### src/hw/qcs_map.svh
// register offsets, field positions, reset values for the quad pin decoder
`ifndef QCS_MAP_SVH
`define QCS_MAP_SVH

// special function register offsets
`define QCS_OFS_CONF_LO   8'hc2
`define QCS_OFS_CONF_HI   8'hc3
`define QCS_OFS_BASE0_LO  8'h84
`define QCS_OFS_BASE0_HI  8'h85
`define QCS_OFS_BASE1_LO  8'h94
`define QCS_OFS_BASE1_HI  8'h95
`define QCS_OFS_BASE2_LO  8'hac
`define QCS_OFS_BASE2_HI  8'had
`define QCS_OFS_BASE3_LO  8'hb4
`define QCS_OFS_BASE3_HI  8'hb5
`define QCS_OFS_POLARITY  8'hae
`define QCS_OFS_DATA      8'hd8

// field positions inside a configuration byte (upper pin of the pair)
`define QCS_FUN_HI_MSB    7
`define QCS_FUN_HI_LSB    6
`define QCS_CMP_HI_MSB    5
`define QCS_CMP_HI_LSB    4
// lower pin of the pair
`define QCS_FUN_LO_MSB    3
`define QCS_FUN_LO_LSB    2
`define QCS_CMP_LO_MSB    1
`define QCS_CMP_LO_LSB    0
// polarity bits: pin n sits at bit n + 4
`define QCS_POL_LSB       4

// reset values
`define QCS_RST_CONF      8'h00
`define QCS_RST_BASE      8'h00
`define QCS_RST_POLARITY  4'h0
`define QCS_RST_DATA      4'hf

`endif

### src/hw/qcs_pkg.sv
// types shared by the quad pin chip select decoder
package qcs_pkg;

  // pin function field
  typedef enum logic [1:0] {
    QCS_FUN_GPIO   = 2'h0,
    QCS_FUN_RD     = 2'h1,
    QCS_FUN_WR     = 2'h2,
    QCS_FUN_RDWR   = 2'h3
  } qcs_fun_t;

  // comparison length field
  typedef enum logic [1:0] {
    QCS_CMP_FULL   = 2'h0,
    QCS_CMP_A15_1  = 2'h1,
    QCS_CMP_A15_2  = 2'h2,
    QCS_CMP_A15_8  = 2'h3
  } qcs_cmp_t;

  // one pin's decode setup
  typedef struct packed {
    qcs_fun_t    fun;
    qcs_cmp_t    cmp;
    logic [15:0] base;
    logic        active_high;
  } qcs_pin_cfg_t;

  // external data memory cycle from the core
  typedef struct packed {
    logic [15:0] addr;
    logic        rd;
    logic        wr;
  } qcs_ext_cycle_t;

  // special function register access from the core
  typedef struct packed {
    logic [7:0] addr;
    logic [7:0] wdata;
    logic       we;
    logic       re;
  } qcs_sfr_req_t;

endpackage : qcs_pkg

### src/hw/qcs_addr_match.sv
// one pin's address comparator and strobe qualifier
`timescale 1ns/100ps
module qcs_addr_match
  import qcs_pkg::*;
(
  input  wire qcs_pin_cfg_t   cfg,
  input  wire qcs_ext_cycle_t cyc,
  output logic                hit,
  output logic                strobe
);

  // mask of address bits that take part in the compare
  function automatic logic [15:0] cmp_mask(input qcs_cmp_t c);
    case (c)
      QCS_CMP_FULL:  cmp_mask = 16'hffff;
      QCS_CMP_A15_1: cmp_mask = 16'hfffe;
      QCS_CMP_A15_2: cmp_mask = 16'hfffc;
      QCS_CMP_A15_8: cmp_mask = 16'hff00;
      default:       cmp_mask = 16'hffff;
    endcase
  endfunction : cmp_mask

  // base and length together give the window
  always_comb begin
    hit = ((cyc.addr ^ cfg.base) & cmp_mask(cfg.cmp)) == 16'h0000;
  end

  // qualify by access direction, idle otherwise
  always_comb begin
    case (cfg.fun)
      QCS_FUN_RD:   strobe = hit & cyc.rd;
      QCS_FUN_WR:   strobe = hit & cyc.wr;
      QCS_FUN_RDWR: strobe = hit & (cyc.rd | cyc.wr);
      default:      strobe = 1'b0;
    endcase
  end

endmodule : qcs_addr_match

### src/hw/qcs_pin_sync.sv
// three stage synchroniser with agreement filter for the port pins
`timescale 1ns/100ps
module qcs_pin_sync (
  input  wire logic       clk_sys,
  input  wire logic       rst,
  input  wire logic [3:0] pin_in,
  output logic      [3:0] pin_level
);

  logic [3:0] s1_q;   // first stage, read only by s2
  logic [3:0] s2_q;   // second stage
  logic [3:0] s3_q;   // third stage
  logic [3:0] lvl_q;  // accepted level

  // shift chain
  always_ff @(posedge clk_sys) begin
    if (rst) begin
      s1_q <= 4'hf;
      s2_q <= 4'hf;
      s3_q <= 4'hf;
    end else begin
      s1_q <= pin_in;
      s2_q <= s1_q;
      s3_q <= s2_q;
    end
  end

  // take a bit once stages two and three agree
  always_ff @(posedge clk_sys) begin
    if (rst) begin
      lvl_q <= 4'hf;
    end else begin
      lvl_q <= (s2_q & ~(s2_q ^ s3_q)) | (lvl_q & (s2_q ^ s3_q));
    end
  end

  assign pin_level = lvl_q;

endmodule : qcs_pin_sync

### src/hw/qcs_top.sv
// quad pin port with per pin chip select strobe decode
// notes
// strobe pins registered: one clock behind core strobe
// strobe pins always driven, idle at inverse polarity
// reset polarity zero: strobes active low, idle high
// port bits only pull low, ones left to the pull-up
// port reads give filtered pin levels, not data bits
// pin read path lags a pin change by about five clocks
// unused offsets read zero and drop writes
// polarity low nibble and data high nibble read zero
// base bytes land singly: window moves in two steps
// park a pin in function 00 while re-aiming its window
// read data registered, one clock after the read pulse
// sfr_hit claims our offsets for the core read mux
`timescale 1ns/100ps
`include "qcs_map.svh"
module qcs_top
  import qcs_pkg::*;
(
  input  wire logic           clk_sys,
  input  wire logic           rst,
  input  wire qcs_sfr_req_t   sfr_req,
  output logic                sfr_hit,
  output logic         [7:0]  sfr_rdata,
  input  wire qcs_ext_cycle_t ext_cyc,
  input  wire logic    [3:0]  pin_in,
  output logic         [3:0]  pin_out,
  output logic         [3:0]  pin_oe
);

  // configuration and data registers
  logic [7:0]  conf_lo_q;       // pins one and zero setup
  logic [7:0]  conf_hi_q;       // pins three and two setup
  logic [7:0]  base_lo_q [4];   // low base byte per pin
  logic [7:0]  base_hi_q [4];   // high base byte per pin
  logic [3:0]  polarity_q;      // one per pin, set = active high
  logic [3:0]  data_q;          // port data bits
  logic [7:0]  rdata_q;         // read data register
  logic [3:0]  out_q;           // pin output level
  logic [3:0]  oe_q;            // pin output enable
  logic [3:0]  out_d;           // next pin output level
  logic [3:0]  oe_d;            // next pin output enable

  // decoded per pin setup
  qcs_pin_cfg_t cfg [4];
  logic [3:0]   strobe;         // qualified strobe per pin
  logic [3:0]   pin_level;      // filtered pin inputs

  // write and read decode
  logic        wr_conf_lo;
  logic        wr_conf_hi;
  logic        wr_pol;
  logic        wr_data;
  logic [3:0]  wr_base_lo;
  logic [3:0]  wr_base_hi;
  logic [7:0]  rd_mux;          // selected read value
  logic        mapped;          // offset belongs to this block

  // offset table for the base byte registers
  function automatic logic [7:0] base_lo_ofs(input int unsigned n);
    case (n)
      0:       base_lo_ofs = `QCS_OFS_BASE0_LO;
      1:       base_lo_ofs = `QCS_OFS_BASE1_LO;
      2:       base_lo_ofs = `QCS_OFS_BASE2_LO;
      default: base_lo_ofs = `QCS_OFS_BASE3_LO;
    endcase
  endfunction : base_lo_ofs

  function automatic logic [7:0] base_hi_ofs(input int unsigned n);
    case (n)
      0:       base_hi_ofs = `QCS_OFS_BASE0_HI;
      1:       base_hi_ofs = `QCS_OFS_BASE1_HI;
      2:       base_hi_ofs = `QCS_OFS_BASE2_HI;
      default: base_hi_ofs = `QCS_OFS_BASE3_HI;
    endcase
  endfunction : base_hi_ofs

  // one two bit field out of a configuration byte
  function automatic logic [1:0] field2(input logic [7:0]  b,
                                        input int unsigned lsb);
    field2 = b[lsb +: 2];
  endfunction : field2

  // strobe pin level: polarity set gives active high
  function automatic logic strobe_level(input logic fire,
                                        input logic active_high);
    strobe_level = fire ~^ active_high;
  endfunction : strobe_level

  // write strobes per register
  always_comb begin
    // one decode per register
    wr_conf_lo = sfr_req.we & (sfr_req.addr == `QCS_OFS_CONF_LO);
    wr_conf_hi = sfr_req.we & (sfr_req.addr == `QCS_OFS_CONF_HI);
    wr_pol     = sfr_req.we & (sfr_req.addr == `QCS_OFS_POLARITY);
    wr_data    = sfr_req.we & (sfr_req.addr == `QCS_OFS_DATA);
    // base bytes, one pair per pin
    for (int n = 0; n < 4; n++) begin
      wr_base_lo[n] = sfr_req.we & (sfr_req.addr == base_lo_ofs(n));
      wr_base_hi[n] = sfr_req.we & (sfr_req.addr == base_hi_ofs(n));
    end
  end

  // configuration bytes
  always_ff @(posedge clk_sys) begin
    if (rst) begin
      conf_lo_q <= `QCS_RST_CONF;
      conf_hi_q <= `QCS_RST_CONF;
    end else begin
      // pins one and zero
      if (wr_conf_lo) begin
        conf_lo_q <= sfr_req.wdata;
      end
      // pins three and two
      if (wr_conf_hi) begin
        conf_hi_q <= sfr_req.wdata;
      end
    end
  end

  // base address bytes, two per pin
  always_ff @(posedge clk_sys) begin
    if (rst) begin
      // all windows start at zero
      for (int n = 0; n < 4; n++) begin
        base_lo_q[n] <= `QCS_RST_BASE;
        base_hi_q[n] <= `QCS_RST_BASE;
      end
    end else begin
      // one byte per write, the other kept
      for (int n = 0; n < 4; n++) begin
        if (wr_base_lo[n]) begin
          base_lo_q[n] <= sfr_req.wdata;
        end
        if (wr_base_hi[n]) begin
          base_hi_q[n] <= sfr_req.wdata;
        end
      end
    end
  end

  // polarity byte, only the upper nibble is kept
  always_ff @(posedge clk_sys) begin
    if (rst) begin
      // strobes come out of reset active low
      polarity_q <= `QCS_RST_POLARITY;
    end else if (wr_pol) begin
      polarity_q <= sfr_req.wdata[`QCS_POL_LSB +: 4];
    end
  end

  // port data, low nibble only
  always_ff @(posedge clk_sys) begin
    if (rst) begin
      // ones: pins released to pull-ups
      data_q <= `QCS_RST_DATA;
    end else if (wr_data) begin
      data_q <= sfr_req.wdata[3:0];
    end
  end

  // unpack the configuration bytes into per pin setup
  always_comb begin
    // upper byte: pins three and two
    cfg[3].fun = qcs_fun_t'(field2(conf_hi_q, `QCS_FUN_HI_LSB));
    cfg[3].cmp = qcs_cmp_t'(field2(conf_hi_q, `QCS_CMP_HI_LSB));
    cfg[2].fun = qcs_fun_t'(field2(conf_hi_q, `QCS_FUN_LO_LSB));
    cfg[2].cmp = qcs_cmp_t'(field2(conf_hi_q, `QCS_CMP_LO_LSB));
    // lower byte: pins one and zero
    cfg[1].fun = qcs_fun_t'(field2(conf_lo_q, `QCS_FUN_HI_LSB));
    cfg[1].cmp = qcs_cmp_t'(field2(conf_lo_q, `QCS_CMP_HI_LSB));
    cfg[0].fun = qcs_fun_t'(field2(conf_lo_q, `QCS_FUN_LO_LSB));
    cfg[0].cmp = qcs_cmp_t'(field2(conf_lo_q, `QCS_CMP_LO_LSB));
    // base and polarity per pin
    for (int n = 0; n < 4; n++) begin
      cfg[n].base        = {base_hi_q[n], base_lo_q[n]};
      cfg[n].active_high = polarity_q[n];
    end
  end

  // one comparator per pin
  for (genvar g = 0; g < 4; g++) begin : g_match
    qcs_addr_match u_match (
      .cfg    (cfg[g]),
      .cyc    (ext_cyc),
      // bare match unused: the strobe already carries it
      .hit    (),
      .strobe (strobe[g])
    );
  end

  // filtered copy of the pins for port reads
  qcs_pin_sync u_sync (
    .clk_sys   (clk_sys),
    .rst       (rst),
    .pin_in    (pin_in),
    .pin_level (pin_level)
  );

  // next pin drive: port bit or strobe level per pin
  always_comb begin
    // default: released, no drive
    out_d = 4'h0;
    oe_d  = 4'h0;
    for (int n = 0; n < 4; n++) begin
      case (cfg[n].fun)
        // quasi-bidirectional: strong low, weak high left to pull-up
        QCS_FUN_GPIO: begin
          out_d[n] = 1'b0;
          oe_d[n]  = ~data_q[n];
        end
        // strobe modes: always driven, inactive level between hits
        default: begin
          out_d[n] = strobe_level(strobe[n],
                                  cfg[n].active_high);
          oe_d[n]  = 1'b1;
        end
      endcase
    end
  end

  // pin drivers, registered; lag the core strobe by one cycle
  always_ff @(posedge clk_sys) begin
    if (rst) begin
      // all pins released to their pull-ups
      out_q <= 4'h0;
      oe_q  <= 4'h0;
    end else begin
      out_q <= out_d;
      oe_q  <= oe_d;
    end
  end

  // registered drive straight to the pads
  assign pin_out = out_q;
  assign pin_oe  = oe_q;

  // read value selection, reserved bits read zero
  always_comb begin
    // reserved bits and unmapped offsets read zero
    rd_mux = 8'h00;
    mapped = 1'b1;
    case (sfr_req.addr)
      `QCS_OFS_CONF_LO:  rd_mux = conf_lo_q;
      `QCS_OFS_CONF_HI:  rd_mux = conf_hi_q;
      `QCS_OFS_POLARITY: rd_mux = {polarity_q, 4'h0};
      `QCS_OFS_DATA:     rd_mux = {4'h0, pin_level};
      default: begin
        // base bytes sit at scattered offsets
        mapped = 1'b0;
        for (int n = 0; n < 4; n++) begin
          // low then high byte of pin n
          if (sfr_req.addr == base_lo_ofs(n)) begin
            rd_mux = base_lo_q[n];
            mapped = 1'b1;
          end
          if (sfr_req.addr == base_hi_ofs(n)) begin
            rd_mux = base_hi_q[n];
            mapped = 1'b1;
          end
        end
      end
    endcase
  end

  // read data register, loaded on a read request
  always_ff @(posedge clk_sys) begin
    if (rst) begin
      // cleared with the core
      rdata_q <= 8'h00;
    end else if (sfr_req.re) begin
      // unmapped offsets answer zero
      rdata_q <= mapped ? rd_mux : 8'h00;
    end
  end

  // read data and offset claim to the core
  assign sfr_rdata = rdata_q;
  assign sfr_hit   = mapped;

endmodule : qcs_top

### config.mk
export PLATFORM = sky130hd
export DESIGN_NAME = qcs_top
export DESIGN_NICKNAME = d
export VERILOG_FILES = /design/src/hw/qcs_pkg.sv /design/src/hw/qcs_addr_match.sv /design/src/hw/qcs_pin_sync.sv /design/src/hw/qcs_top.sv
export VERILOG_INCLUDE_DIRS = /design/src /design/src/hw
export SDC_FILE = /design/constraint.sdc
export NUM_CORES = 1
export LEC_CHECK = 0
export ABC_AREA = 1
export BUFFER_PORTS_ARGS = -buffer_cell sky130_fd_sc_hd__buf_2
export CORE_MARGIN = 4
export CORE_UTILIZATION = 55
export CTS_BUF_LIST = sky130_fd_sc_hd__clkbuf_8
export CTS_CLUSTER_SIZE = 28
export DETAILED_ROUTE_END_ITERATION = 16
export PLACE_DENSITY = 0.77
export SYNTH_ARGS = -nofsm -noshare
export SYNTH_HDL_FRONTEND = slang
export SYNTH_SLANG_ARGS = --single-unit
### constraint.sdc
create_clock -name clk_sys -period 2.7 [get_ports clk_sys]
set_clock_uncertainty 0.2 [all_clocks]
set_input_delay 0.27 -clock clk_sys [delete_from_list [all_inputs] [get_ports clk_sys]]
set_output_delay 0.27 -clock clk_sys [all_outputs]
set_load 0.1 [all_outputs]
==> reports/results.tsv <==
metric	value	unit
run status	completed	
largest net degree at the start of global routing	46	
diode count	0	
Gate Count Post-Synth	745	
Netlist cell types	39	
Synthesized Nets	787	
H-tree depth	4	
post-placement cell area	0.00668	mm^2
Reg2Reg Depth	5	
Die Y	115	um
worst slew pin tran	0.615	ns
Critical Path End Type	primary output	
register bit total from synthesis	120	
first-pass GRT wire length	30000	um
clock tree buffer depth	2	
drt first pass iters	5	
antenna viol nets, final	0	
pre-CTS WS	0.477	ns
Final Hold Vio Count	0	
number of synthesized flops with an enable pin	64	
Routed WL	19800	um
CTS clk-pin slew, worst paths	0.08	ns
most frequent CP cell	buf_2	
RSZ-0062 raised after global routing	no	
Die Area	0.0132	mm^2
post-CTS resize count	0	
CP max stage delay	0.43	ns
CTS buffer count	17	
die width	115	um
Max Freq	452	MHz
Initial DRC Count	585	
DR vias/cell	5.66	
floorplan row count	38	
sequential share of the synthesized area	0.486	
Area Overhead vs Synth	15.0	%
initial antenna violation count	0	
worst r2r src	base_hi_q[0][7]	
critical path class	primary input to primary output	
Worst Path Arrival	1.74	ns
final setup TNS	0	ns
Post-synth ARST share	0	
CTS root buffer	clkbuf_8	
crit-path cells	buf_2, inv_1, nand2_1, nor2_1, nand2_2, nand3_4, nor2_8, nand2_4, buf_2	
post-DP HPWL	14600	um
core area	0.0110	mm^2
crit share post-route	0.819	
Setup violations, final	0	
Clock Latency Late Sink	0.44	ns
hold depth	5	
global route overflow	0	
Slew HR	0.588	
Main synth FF type	edfxtp_1	
Final #Nets	862	
vias in the first global route	5224	
CP max FO	10	
DRC violations left	0	
max capacitance violation total	0	
Finished Core Util	0.656	
design area	0.00721	mm^2
Yosys Warn Count	0	
post-layout min period	2.21	ns
hold_sp	sfr_req[0]	
Worst Path Required	2.23	ns
Final WS setup	0.488	ns
# clock sinks	120	
share of layout cells above drive strength 1	0.193	
power per cell area	558	mW/mm^2
Static Leak	2.97	nW
maximum vdd drop	484	uV
IO buf count	58	
wire length per cell	20.3	um
critical path launch point type	primary input	
GPL Wtd Cong	0.950	
Ports	59	
CTS tree	yes	
crit path max-delay cell type	buf_2	
Slew Limit Fails	0	
syn_area_per_cell	8.41	um^2
Tot GR Track Use	0.312	
Initial Util	0.571	
Hold WC Path Type	primary input to register	
Mapped Area	0.00627	mm^2
Worst Hold Endpoint	sfr_rdata[7]	
worst r2r dst	pin_out[0]	
reg-to-reg setup timing slack	0.93	ns
Layout fillers	956	
Vias	5504	
## report_power, final
group	switching (W)	internal, W	total [W]
Combinational	0.000239	0.000131	0.000370
Clock	0.000776	0.000851	0.00163
Sequential	0.0000490	0.00198	0.00203
Total	0.00106	0.00296	0.00402
## synthesized netlist by cell type (8+ instances only)
| library cell | n | area share |
|---|---|---|
| nand2_2 | 9 | 0.0090 |
| inv_1 | 44 | 0.026 |
| nor2_1 | 108 | 0.065 |
| o21ai_0 | 43 | 0.034 |
| clkbuf_1 | 16 | 0.0096 |
| xnor2_1 | 43 | 0.060 |
| nand2_1 | 144 | 0.086 |
| a21oi_2 | 8 | 0.011 |
| nor3_1 | 10 | 0.0080 |
| o211ai_1 | 12 | 0.014 |
| nand4_1 | 15 | 0.015 |
| nand3_1 | 43 | 0.034 |
| dfxtp_1 | 56 | 0.18 |
| clkinv_1 | 12 | 0.0072 |
| a21oi_1 | 37 | 0.030 |
| xor2_1 | 11 | 0.015 |
| edfxtp_1 | 64 | 0.31 |
| or2_2 | 15 | 0.015 |
## cell usage in the layout (no fill, tap or decap), types with 4 or more instances in the layout
| master | n |
|---|---|
| nand2_1 | 144 |
| nor2_1 | 108 |
| edfxtp_1 | 64 |
| buf_2 | 58 |
| dfxtp_1 | 56 |
| inv_1 | 46 |
| o21ai_0 | 43 |
| nand3_1 | 43 |
| xnor2_1 | 43 |
| a21oi_1 | 37 |
| clkbuf_8 | 18 |
| or2_2 | 15 |
| nand4_1 | 15 |
| dlygate4sd3_1 | 13 |
| clkinv_1 | 12 |
| o211ai_1 | 12 |
| xor2_1 | 11 |
| nor3_1 | 10 |
| nand2_2 | 9 |
| a21oi_2 | 8 |
| buf_4 | 8 |
| inv_2 | 7 |
| nor2_2 | 6 |
| nand2_4 | 5 |
| inv_6 | 5 |
| nor2_8 | 4 |
| o21ai_1 | 4 |
| a22oi_1 | 4 |
## repair_timing
item	CTS	global route
setup buffers	0	0
hold buffers	13	0
endpoints found under the hold margin	16	0
## layer usage
metal,vias to the layer above,wire length (um),global-route usage
met5,-,0,0
met1,2607,8320,0.430
met2,261,9320,0.490
met3,25,1840,0.0795
li1,2611,-,-
met4,0,295,0.0939
## sequential cells by signal (all words and copies together) (netlist names), named ones only
signal,flops
conf_hi_q,8
u_sync.s2_q,4
conf_lo_q,8
sfr_rdata,8
base_hi_q,32
u_sync.s1_q,4
base_lo_q,32
u_sync.s3_q,4
data_q,4
polarity_q,4
pin_out,4
pin_oe,4
## cell families (layout without fill, tap and decap cells)
family,Yosys count,in the layout,synth area share
xor gates and xnor gates,54,54,0.0755
DFF,120,120,0.486
adders and majority gates,2,2,0.00319
and+or+nand+nor,369,369,0.277
buffers and inverters,89,177,0.0587
AOI/OAI and AO/OA,111,111,0.100
## worst max path at each step
stage | from | to | slack, ns | depth (start not counted)
detailed placement | sfr_req[14] | sfr_hit | 0.48 | 9
global placement | sfr_req[14] | sfr_hit | 0.49 | 9
finish | sfr_req[14] | sfr_hit | 0.49 | 9
CTS | sfr_req[14] | sfr_hit | 0.47 | 9
global route | sfr_req[15] | sfr_hit | 0.43 | 9
floorplan | sfr_req[13] | base_lo_q[1][0] | 0.62 | 6
## critical path: cells and delay by family
family        cells  cell delay [ns]
buf+inv           3             0.60
simple gates      6             0.86
## area by class of cell
cell class,instances,area [um^2],share of cell area
tap,140,175,0.0243
multi-input combinational,536,2860,0.396
inverter,66,256,0.0356
sequential,120,3040,0.422
timing repair buffer,79,480,0.0667
clock buffer,18,248,0.0344
clock inverter,14,149,0.0207
## per-stage QoR
stage,total power [W],hold WS (ns),std cells
6_report,0.00402,0.0515,973
5_1_grt,0.00415,0.0591,973
4_1_cts,0.00403,0.0279,973
3_5_place_dp,0.00241,0.193,928
3_3_place_gp,0.00241,0.192,928
2_1_floorplan,0.00227,0.174,745
Power figures use the tool's default switching activity.
